`src/design/efi_pkg.sv`:
```
package efi_pkg;

	// ****************************************************************
	// register access
	// ****************************************************************
	localparam int EFI_ADDR_W = 8;
	localparam int EFI_DATA_W = 8;
	localparam logic [7:0] EFI_OFS_EN_LO = 8'h15;
	localparam logic [7:0] EFI_OFS_EN_HI = 8'h16;
	localparam logic [7:0] EFI_OFS_FLG_LO = 8'h18;
	localparam logic [7:0] EFI_OFS_FLG_HI = 8'h19;
	localparam logic [7:0] EFI_RST_EN_LO = 8'h01;
	localparam logic [7:0] EFI_RST_EN_HI = 8'h00;
	localparam logic [7:0] EFI_RST_FLG = 8'h00;
	localparam logic [7:0] EFI_RD_UNMAPPED = 8'h00;

	// ****************************************************************
	// bit positions of the low flag / enable group
	// ****************************************************************
	localparam int EFI_LO_CHARGER = 7;
	localparam int EFI_LO_DIS_TEMP = 6;
	localparam int EFI_LO_CH_TEMP = 5;
	localparam int EFI_LO_SRC_LOW = 4;
	localparam int EFI_LO_OVCH = 3;
	localparam int EFI_LO_CHRDY = 2;
	localparam int EFI_LO_OVDIS = 1;
	localparam int EFI_LO_IF_RDY = 0;

	// ****************************************************************
	// bit positions of the high flag / enable group
	// ****************************************************************
	localparam int EFI_HI_PM_ERR = 7;
	localparam int EFI_HI_PM_DONE = 6;
	localparam int EFI_HI_TEMP_DONE = 5;
	localparam int EFI_HI_STO_DONE = 4;
	localparam int EFI_HI_SRC2_DONE = 3;
	localparam int EFI_HI_SRC2_START = 2;
	localparam int EFI_HI_SRC1_DONE = 1;
	localparam int EFI_HI_SRC1_START = 0;

	// ****************************************************************
	// indices of the asynchronous level inputs in the sync vector
	// ****************************************************************
	localparam int EFI_LV_CHARGER = 0;
	localparam int EFI_LV_COLD_DIS = 1;
	localparam int EFI_LV_HOT_DIS = 2;
	localparam int EFI_LV_COLD_CH = 3;
	localparam int EFI_LV_HOT_CH = 4;
	localparam int EFI_LV_SRC1_LOW = 5;
	localparam int EFI_LV_SRC2_LOW = 6;
	localparam int EFI_LV_OVCH = 7;
	localparam int EFI_LV_CHRDY = 8;
	localparam int EFI_LV_OVDIS = 9;
	localparam int EFI_LV_IF_RDY = 10;
	localparam int EFI_LV_W = 11;

	// ****************************************************************
	// timing
	// ****************************************************************
	localparam longint EFI_REF_CLK_HZ = 25_000_000;
	localparam longint EFI_OVDIS_PERSIST_US = 1000; // plain default, no figure given
	// least time: round up to whole cycles
	localparam longint EFI_OVDIS_PERSIST_CYC_L =
		(EFI_OVDIS_PERSIST_US * EFI_REF_CLK_HZ + 999_999) / 1_000_000;
	localparam int unsigned EFI_OVDIS_PERSIST_CYC = int'(EFI_OVDIS_PERSIST_CYC_L);
	localparam int EFI_CNT_W = 24;

	// overdischarge persistence tracker
	typedef enum logic [1:0] {
		EFI_OD_ABOVE,
		EFI_OD_TIMING,
		EFI_OD_BELOW
	} efi_od_state_t;

endpackage

```
`src/design/efi_level_sync.sv`:
```
`timescale 1ns/1ps
module efi_level_sync #(
	parameter int W = 1
) (
	input wire logic ref_clk,
	input wire logic rst_n,
	input wire logic [W-1:0] async_in,
	output logic [W-1:0] level,
	output logic [W-1:0] change
);

	typedef struct packed {
		logic [W-1:0] s1;
		logic [W-1:0] s2;
		logic [W-1:0] s3;
		logic [W-1:0] lvl;
	} efi_sync_state_t;

	efi_sync_state_t st_q;
	efi_sync_state_t st_d;
	logic [W-1:0] agree;

	// three-stage shift; accepted level moves only when stages two and three agree
	always_comb begin
		st_d = st_q;
		st_d.s1 = async_in;
		st_d.s2 = st_q.s1;
		st_d.s3 = st_q.s2;
		agree = ~(st_q.s2 ^ st_q.s3);
		st_d.lvl = (agree & st_q.s3) | (~agree & st_q.lvl);
	end

	// state register
	always_ff @(posedge ref_clk or negedge rst_n) begin
		if (!rst_n) begin
			st_q <= '0;
		end else begin
			st_q <= st_d;
		end
	end

	// level is the accepted value, change pulses one cycle before it toggles
	assign level = st_q.lvl;
	assign change = st_d.lvl ^ st_q.lvl;

endmodule // efi_level_sync

```
`src/design/efi_event_flags.sv`:
```
// Functional notes
// enabled event sets its flag and raises irq
// flag and irq hold until register read
// disabled event sets nothing, no irq
// low flags at 0x18, read-only, reset zero
// high flags at 0x19, read-only, reset zero
// low bit7: charger connect or disconnect
// low bit6: discharge temperature limit crossed
// low bit5: charge temperature limit crossed
// low bit4: both-sources-low state changes
// low bit3: overcharge threshold crossed
// low bit2: charge-ready threshold crossed
// low bit1: overdischarge after delay, rise immediate
// low bit0: serial interface became ready
// high bit7: power monitor error
// high bit6: power monitor data ready
// high bit5: temperature measurement done
// high bit4: storage measurement done
// second source: bit2 start, bit3 done
// first source: bit0 start, bit1 done
// enables keep governing after strap fallback
// low enables at 0x15, reset 0x01
// high enables at 0x16, reset zero
// irq is OR of all flags
// event during read-clear stays pending
// host reads both flag registers after irq
`timescale 1ns/1ps
module efi_event_flags
	import efi_pkg::*;
#(
	parameter int unsigned OVDIS_PERSIST_CYC = efi_pkg::EFI_OVDIS_PERSIST_CYC
) (
	input wire logic ref_clk,
	input wire logic rst_n,
	// asynchronous comparator and detector levels
	input wire logic charger_connected,
	input wire logic temp_cold_dis,
	input wire logic temp_hot_dis,
	input wire logic temp_cold_ch,
	input wire logic temp_hot_ch,
	input wire logic src1_low,
	input wire logic src2_low,
	input wire logic sto_above_ovch,
	input wire logic sto_above_chrdy,
	input wire logic sto_below_ovdis,
	input wire logic serial_if_ready,
	// one-cycle event pulses from logic on ref_clk
	input wire logic power_monitor_error,
	input wire logic power_monitor_done,
	input wire logic temp_measure_done,
	input wire logic storage_measure_done,
	input wire logic second_source_track_done,
	input wire logic second_source_track_start,
	input wire logic first_source_track_done,
	input wire logic first_source_track_start,
	// register port from the serial interface
	input wire logic [efi_pkg::EFI_ADDR_W-1:0] reg_addr,
	input wire logic reg_wr,
	input wire logic [efi_pkg::EFI_DATA_W-1:0] reg_wdata,
	input wire logic reg_rd,
	output logic [efi_pkg::EFI_DATA_W-1:0] reg_rdata,
	output logic irq
);

	import efi_pkg::*;

	// ****************************************************************
	// state
	// ****************************************************************
	typedef struct packed {
		logic [EFI_DATA_W-1:0] en_lo;
		logic [EFI_DATA_W-1:0] en_hi;
		logic [EFI_DATA_W-1:0] flg_lo;
		logic [EFI_DATA_W-1:0] flg_hi;
		logic [EFI_DATA_W-1:0] rdata;
		logic irq;
		logic both_low;
		efi_od_state_t od_state;
		logic [EFI_CNT_W-1:0] od_cnt;
	} efi_state_t;

	efi_state_t st_q;
	efi_state_t st_d;

	localparam logic [EFI_CNT_W-1:0] OD_LAST = EFI_CNT_W'(OVDIS_PERSIST_CYC - 1);

	// ****************************************************************
	// helpers
	// ****************************************************************

	// address hit on one register offset
	function automatic logic efi_hit(
		input logic [EFI_ADDR_W-1:0] addr,
		input logic [EFI_ADDR_W-1:0] ofs
	);
		return addr == ofs;
	endfunction

	// a level crossing: change pulse of either of two levels
	function automatic logic efi_either(
		input logic [EFI_LV_W-1:0] chg,
		input int a,
		input int b
	);
		return chg[a] | chg[b];
	endfunction

	// next value of one flag register: read clears, a gated event still sets
	function automatic logic [EFI_DATA_W-1:0] efi_flag_next(
		input logic [EFI_DATA_W-1:0] flg,
		input logic clr,
		input logic [EFI_DATA_W-1:0] ev,
		input logic [EFI_DATA_W-1:0] en
	);
		logic [EFI_DATA_W-1:0] kept;
		logic [EFI_DATA_W-1:0] fresh;
		kept = clr ? EFI_RST_FLG : flg;
		fresh = ev & en;
		return kept | fresh;
	endfunction

	// strobe aimed at one register offset
	function automatic logic efi_strobe_at(
		input logic strobe,
		input logic [EFI_ADDR_W-1:0] addr,
		input logic [EFI_ADDR_W-1:0] ofs
	);
		return strobe & efi_hit(addr, ofs);
	endfunction

	// any flag of either register still set
	function automatic logic efi_any_set(
		input logic [EFI_DATA_W-1:0] lo,
		input logic [EFI_DATA_W-1:0] hi
	);
		return |{lo, hi};
	endfunction

	// ****************************************************************
	// input synchronisation
	// ****************************************************************
	logic [EFI_LV_W-1:0] lv_raw;
	logic [EFI_LV_W-1:0] lv;
	logic [EFI_LV_W-1:0] lv_chg;
	logic [EFI_LV_W-1:0] lv_new;

	// gather the asynchronous levels into one vector
	always_comb begin
		lv_raw = '0;
		lv_raw[EFI_LV_CHARGER] = charger_connected;
		lv_raw[EFI_LV_COLD_DIS] = temp_cold_dis;
		lv_raw[EFI_LV_HOT_DIS] = temp_hot_dis;
		lv_raw[EFI_LV_COLD_CH] = temp_cold_ch;
		lv_raw[EFI_LV_HOT_CH] = temp_hot_ch;
		lv_raw[EFI_LV_SRC1_LOW] = src1_low;
		lv_raw[EFI_LV_SRC2_LOW] = src2_low;
		lv_raw[EFI_LV_OVCH] = sto_above_ovch;
		lv_raw[EFI_LV_CHRDY] = sto_above_chrdy;
		lv_raw[EFI_LV_OVDIS] = sto_below_ovdis;
		lv_raw[EFI_LV_IF_RDY] = serial_if_ready;
	end

	// three-flop synchroniser with agreement filter
	efi_level_sync #(
		.W(EFI_LV_W)
	) u_sync (
		.ref_clk(ref_clk),
		.rst_n(rst_n),
		.async_in(lv_raw),
		.level(lv),
		.change(lv_chg)
	);

	// accepted level as it will stand after this edge
	assign lv_new = lv ^ lv_chg;

	// ****************************************************************
	// event detection
	// ****************************************************************
	logic [EFI_DATA_W-1:0] ev_lo;
	logic [EFI_DATA_W-1:0] ev_hi;
	logic both_low_now;
	logic od_event;
	efi_od_state_t od_state_d;
	logic [EFI_CNT_W-1:0] od_cnt_d;
	logic dis_temp_cross;
	logic ch_temp_cross;
	logic if_ready_rise;

	// both sources below their low thresholds
	assign both_low_now = lv_new[EFI_LV_SRC1_LOW] & lv_new[EFI_LV_SRC2_LOW];

	// overdischarge persistence tracker, next values kept apart from the state copy
	always_comb begin
		od_event = 1'b0;
		od_state_d = st_q.od_state;
		od_cnt_d = st_q.od_cnt;
		// counter runs only while the accepted level stays below
		case (st_q.od_state)
			EFI_OD_ABOVE: begin
				if (lv[EFI_LV_OVDIS]) begin
					od_state_d = EFI_OD_TIMING;
					od_cnt_d = '0;
				end
			end
			EFI_OD_TIMING: begin
				if (!lv[EFI_LV_OVDIS]) begin
					// short dip: never declared, no event
					od_state_d = EFI_OD_ABOVE;
				end else if (st_q.od_cnt >= OD_LAST) begin
					od_state_d = EFI_OD_BELOW;
					od_event = 1'b1;
				end else begin
					od_cnt_d = st_q.od_cnt + EFI_CNT_W'(1);
				end
			end
			EFI_OD_BELOW: begin
				if (!lv[EFI_LV_OVDIS]) begin
					od_state_d = EFI_OD_ABOVE;
					od_event = 1'b1;
				end
			end
			default: begin
				od_state_d = EFI_OD_ABOVE;
			end
		endcase
	end

	// crossings that merge two levels, and the ready rise
	assign dis_temp_cross = efi_either(lv_chg, EFI_LV_COLD_DIS, EFI_LV_HOT_DIS);
	assign ch_temp_cross = efi_either(lv_chg, EFI_LV_COLD_CH, EFI_LV_HOT_CH);
	assign if_ready_rise = lv_chg[EFI_LV_IF_RDY] & lv_new[EFI_LV_IF_RDY];

	// low group events from accepted level changes
	always_comb begin
		ev_lo = '0;
		ev_lo[EFI_LO_CHARGER] = lv_chg[EFI_LV_CHARGER];
		ev_lo[EFI_LO_DIS_TEMP] = dis_temp_cross;
		ev_lo[EFI_LO_CH_TEMP] = ch_temp_cross;
		ev_lo[EFI_LO_SRC_LOW] = both_low_now ^ st_q.both_low;
		ev_lo[EFI_LO_OVCH] = lv_chg[EFI_LV_OVCH];
		ev_lo[EFI_LO_CHRDY] = lv_chg[EFI_LV_CHRDY];
		ev_lo[EFI_LO_OVDIS] = od_event;
		ev_lo[EFI_LO_IF_RDY] = if_ready_rise;
	end

	// high group events straight from the measurement pulses
	always_comb begin
		ev_hi = '0;
		ev_hi[EFI_HI_PM_ERR] = power_monitor_error;
		ev_hi[EFI_HI_PM_DONE] = power_monitor_done;
		ev_hi[EFI_HI_TEMP_DONE] = temp_measure_done;
		ev_hi[EFI_HI_STO_DONE] = storage_measure_done;
		ev_hi[EFI_HI_SRC2_DONE] = second_source_track_done;
		ev_hi[EFI_HI_SRC2_START] = second_source_track_start;
		ev_hi[EFI_HI_SRC1_DONE] = first_source_track_done;
		ev_hi[EFI_HI_SRC1_START] = first_source_track_start;
	end

	// ****************************************************************
	// register file
	// ****************************************************************
	logic rd_flg_lo;
	logic rd_flg_hi;
	logic wr_en_lo;
	logic wr_en_hi;
	logic [EFI_DATA_W-1:0] rd_mux;

	// access decode; flag offsets take no write
	assign rd_flg_lo = efi_strobe_at(reg_rd, reg_addr, EFI_OFS_FLG_LO);
	assign rd_flg_hi = efi_strobe_at(reg_rd, reg_addr, EFI_OFS_FLG_HI);
	assign wr_en_lo = efi_strobe_at(reg_wr, reg_addr, EFI_OFS_EN_LO);
	assign wr_en_hi = efi_strobe_at(reg_wr, reg_addr, EFI_OFS_EN_HI);

	// read data select; unmapped offsets read as zero
	always_comb begin
		if (efi_hit(reg_addr, EFI_OFS_EN_LO)) begin
			rd_mux = st_q.en_lo;
		end else if (efi_hit(reg_addr, EFI_OFS_EN_HI)) begin
			rd_mux = st_q.en_hi;
		end else if (efi_hit(reg_addr, EFI_OFS_FLG_LO)) begin
			rd_mux = st_q.flg_lo;
		end else if (efi_hit(reg_addr, EFI_OFS_FLG_HI)) begin
			rd_mux = st_q.flg_hi;
		end else begin
			rd_mux = EFI_RD_UNMAPPED;
		end
	end

	// enables, flags, read data and irq next values
	always_comb begin
		st_d.en_lo = st_q.en_lo;
		st_d.en_hi = st_q.en_hi;
		st_d.rdata = st_q.rdata;
		// both-low state remembered for the next edge
		st_d.both_low = both_low_now;
		// overdischarge tracker next values
		st_d.od_state = od_state_d;
		st_d.od_cnt = od_cnt_d;
		// enables change only by host write, no mode input gates them
		if (wr_en_lo) begin
			st_d.en_lo = reg_wdata;
		end
		if (wr_en_hi) begin
			st_d.en_hi = reg_wdata;
		end
		// flags: read clears, a gated event in the same cycle still sets
		st_d.flg_lo = efi_flag_next(st_q.flg_lo, rd_flg_lo, ev_lo, st_q.en_lo);
		st_d.flg_hi = efi_flag_next(st_q.flg_hi, rd_flg_hi, ev_hi, st_q.en_hi);
		// read data holds until the next read
		if (reg_rd) begin
			st_d.rdata = rd_mux;
		end
		// irq falls only once every flag is clear
		st_d.irq = efi_any_set(st_d.flg_lo, st_d.flg_hi);
	end

	// state register
	always_ff @(posedge ref_clk or negedge rst_n) begin
		if (!rst_n) begin
			st_q.en_lo <= EFI_RST_EN_LO;
			st_q.en_hi <= EFI_RST_EN_HI;
			st_q.flg_lo <= EFI_RST_FLG;
			st_q.flg_hi <= EFI_RST_FLG;
			st_q.rdata <= '0;
			st_q.irq <= 1'b0;
			st_q.both_low <= 1'b0;
			st_q.od_state <= EFI_OD_ABOVE;
			st_q.od_cnt <= '0;
		end else begin
			st_q <= st_d;
		end
	end

	// ****************************************************************
	// outputs
	// ****************************************************************
	// both outputs come straight from the state register
	assign reg_rdata = st_q.rdata;
	assign irq = st_q.irq;

endmodule // efi_event_flags

```
`config.mk`:
```
export PLATFORM = sky130hd
export DESIGN_NAME = efi_event_flags
export DESIGN_NICKNAME = d
export VERILOG_FILES = /design/src/design/efi_pkg.sv /design/src/design/efi_level_sync.sv /design/src/design/efi_event_flags.sv
export SDC_FILE = /design/constraint.sdc
export NUM_CORES = 1
export LEC_CHECK = 0
export BUFFER_PORTS_ARGS = -buffer_cell sky130_fd_sc_hd__buf_2
export CAP_MARGIN = 20
export CORE_MARGIN = 2
export CORE_UTILIZATION = 63
export CTS_CLUSTER_SIZE = 20
export DETAILED_ROUTE_END_ITERATION = 10
export GPL_ROUTABILITY_DRIVEN = 0
export PLACE_DENSITY = 0.86
export SLEW_MARGIN = 20
export SYNTH_ARGS = -nofsm -noshare
export SYNTH_HDL_FRONTEND = slang
export SYNTH_SLANG_ARGS = --single-unit
```
`constraint.sdc`:
```
create_clock -name ref_clk -period 3.3 [get_ports ref_clk]
set_input_delay 0.825 -clock ref_clk [delete_from_list [all_inputs] [get_ports ref_clk]]
set_output_delay 0.825 -clock ref_clk [all_outputs]
set_load 0.01 [all_outputs]
```
==> impl_metrics.env <==
export IMPL_required_ns=3.60
export IMPL_regArea_um2=2804
export IMPL_postCtsResizedCells=0
export IMPL_crit_arrival_ns=2.90
export IMPL_fmax_mhz=385.6
export IMPL_antenna_found_initial=0
export IMPL_antenna_cells=0
export IMPL_path_class="reg -> reg"
export IMPL_yosys_warnings=0
export IMPL_finalClockSkew_ns=0.01509
export IMPL_yosys_area_top_type_share=0.5937
export IMPL_relSlewSlack=0.4497
export IMPL_io_pins=48
export IMPL_ys_top_cells_by_count="dfrtp_1, nand2_1, a22oi_1"
export IMPL_nNetsFinal=477
export IMPL_stdcell_area_um2=5197
export IMPL_synth_cells=388
export IMPL_power_density_nw_per_um2=546.8
export IMPL_path_max_fanout=25
export IMPL_netlist_top_cells_area="dfrtp_1, mux2_2, a22oi_1, nand2_1, maj3_1"
export IMPL_numCtsBuffers=9
export IMPL_power_leakage_nw=2.379
export IMPL_synthArstFlopShare=1.000
export IMPL_r2r_start="st_q[0]"
export IMPL_worst_slew_pin_slew_ns=0.8229
export IMPL_dr_total_vias=3360
export IMPL_gr_usage_all_layers=0.2461
export IMPL_layoutNonFillerInstCount=538
export IMPL_die_area_um2=8131
export IMPL_start_util=0.6485
export IMPL_clockBufferDepth=2
export IMPL_synth_most_common_cell="dfrtp_1"
export IMPL_cts_hold_buf=0
export IMPL_startpoint="st_q[0]"
export IMPL_synth_seq_cells=112
export IMPL_port_buffers=47
export IMPL_tns_ns=0
export IMPL_drc=0
export IMPL_synth_top_cell_by_area="dfrtp_1"
export IMPL_seq_area_frac_synth=0.5994
export IMPL_crit_family="compound AO/OA/AOI/OAI gates"
export IMPL_endpoint_kind="flop"
export IMPL_cts_max_level=3
export IMPL_dp_cells=522
export IMPL_syn_nets=431
export IMPL_syn_cell_area_um2=4678
export IMPL_vdd_drop_max_v=0.0002366
export IMPL_dr_pass1_iters=4
export IMPL_fin_crit_sh=0.7859
export IMPL_worstHoldStart="u_sync.st_d[27]"
export IMPL_grt_overflow_total=0
export IMPL_max_cap_violations=0
export IMPL_cts_root_buf="clkbuf_8"
export IMPL_drt_total_wl_mm=9.383
export IMPL_crit_slowest_cell="a211o_1"
export IMPL_cts_setup_buffers=0
export IMPL_status="finished, final reports clean"
export IMPL_vias_per_cell=6.245
export IMPL_synth_edff_count=0
export IMPL_row_count=31
export IMPL_path_buf_inv=0
export IMPL_setup_violations=0
export IMPL_slew_viol_final=0
export IMPL_grt_max_degree=84
export IMPL_syn2layout_area_growth_pct=11.10
export IMPL_drtIter0Drc=230
export IMPL_grt_first_pass_wirelength_mm=15.70
export IMPL_ys_flop_type="dfrtp_1"
export IMPL_min_period_ns=2.594
export IMPL_multi_input_area_um2=1730
export IMPL_core_area_um2=7214
export IMPL_startpoint_type="flop"
export IMPL_finalHoldViolCount=0
export IMPL_insertion_delay_ns=0.37
export IMPL_grt_pass1_vias=3253
export IMPL_die_w_um=90.17
export IMPL_cts_clk_slew_worst_paths_ns=0.10
export IMPL_drtAntennaViolNets=0
export IMPL_layout_drive_gt1_share=0.2141
export IMPL_wl_per_cell_um=17.44
export IMPL_fillerInstances=515
export IMPL_hpwlAfterDp_mm=6.374
export IMPL_cts_tree="done"
export IMPL_cts_sinks=112
export IMPL_post_dp_cell_area_um2=4991
export IMPL_critical_path_cell_chain="ha_1 -> a2111oi_0 -> o21ai_1 -> a211o_1 -> or4_1 -> nand2_1"
export IMPL_hp_class="reg -> reg"
export IMPL_slowest_delay_ns=0.58
export IMPL_yosysUniqueCellTypes=56
export IMPL_rsz0062_at_grt="false"
export IMPL_syn_avg_cell_area_um2=12.06
export IMPL_die_y_um=90.17
## cell type report
| class | instances | share of cell area |
|---|---|---|
| sequential | 112 | 0.5395 |
| tap | 99 | 0.02383 |
| clock buffer | 10 | 0.02648 |
| clock inverter | 6 | 0.01324 |
| multi-input combinational | 248 | 0.3329 |
| inverter | 10 | 0.007222 |
| timing repair buffer | 53 | 0.05681 |
## worst paths after layout
check	endpoint	slack (ns)	depth (start not counted)
max	st_q[3]	0.71	6
min	u_sync.st_d[16]	0.34	0
max reg2reg	st_q[3]	0.71	6
min reg2reg	u_sync.st_d[16]	0.34	0
max in group asynchronous	st_q[60]	2.18	2
min in group asynchronous	u_sync.st_d[18]	0.36	1
## logic make-up after synthesis
logic type / synth area share
flip-flops: 0.5994
buffers and inverters: 0.03076
adder cells (fa/ha/maj): 0.03424
multiplexers: 0.04279
AND/OR/NAND/NOR: 0.1551
AO/OA/AOI/OAI: 0.1377
## report_power, final
group	internal, mW	leakage [nW]	total [mW]	switching [mW]
Clock	0.374	0.102	0.820	0.446
Combinational	0.169	0.881	0.400	0.231
Sequential	1.50	1.40	1.62	0.122
Total	2.04	2.38	2.84	0.799
## layer usage
metal | routed length (µm) | global-route usage | vias up
li1 | - | - | 1537
met1 | 3918 | 0.3302 | 1652
met2 | 4573 | 0.3828 | 138
met3 | 579 | 0.05951 | 33
met4 | 311 | 0.1179 | 0
met5 | 0 | 0 | -
## layout by cell type, fill, tap and decap left out, drive strengths merged, types with 2 or more instances in the layout
cell / n
nor2: 18
nand4b: 2
mux2: 16
and3b: 2
inv: 10
and4b: 2
nor4b: 2
and2: 12
o22ai: 4
a211o: 3
a31oi: 10
a21oi: 8
nor3b: 4
a2111oi: 2
a21o: 4
clkinv: 4
nand2: 35
maj3: 11
dfrtp: 111
mux2i: 2
nand3: 11
or4b: 2
buf: 53
nand3b: 2
o21ai: 8
nor3: 5
nand2b: 5
clkbuf: 10
ha: 4
o211ai: 12
o21a: 2
a22oi: 19
or4: 10
nor4: 5
nand4: 6
o31a: 2
a22o: 8
## flip-flops by register name, indices dropped and copies added (netlist names), named ones only
name / flops
irq: 1
u_sync.st_q: 11
u_sync.st_d: 22
reg_rdata: 8
st_q: 59
u_sync.level: 10
## stage by stage
stage | hold slack [ns] | util | setup slack [ns] | power [mW]
floorplan | 0.3312 | - | 0.9154 | 1.890
global placement | 0.3329 | 0.6918 | 0.5755 | 2.005
detailed placement | 0.3347 | 0.6918 | 0.5237 | 2.030
CTS | 0.3459 | 0.7204 | 0.7250 | 2.854
global route | 0.3531 | 0.7204 | 0.4725 | 2.979
finish | 0.3434 | 0.7204 | 0.7065 | 2.842
Power figures use the tool's default switching activity.
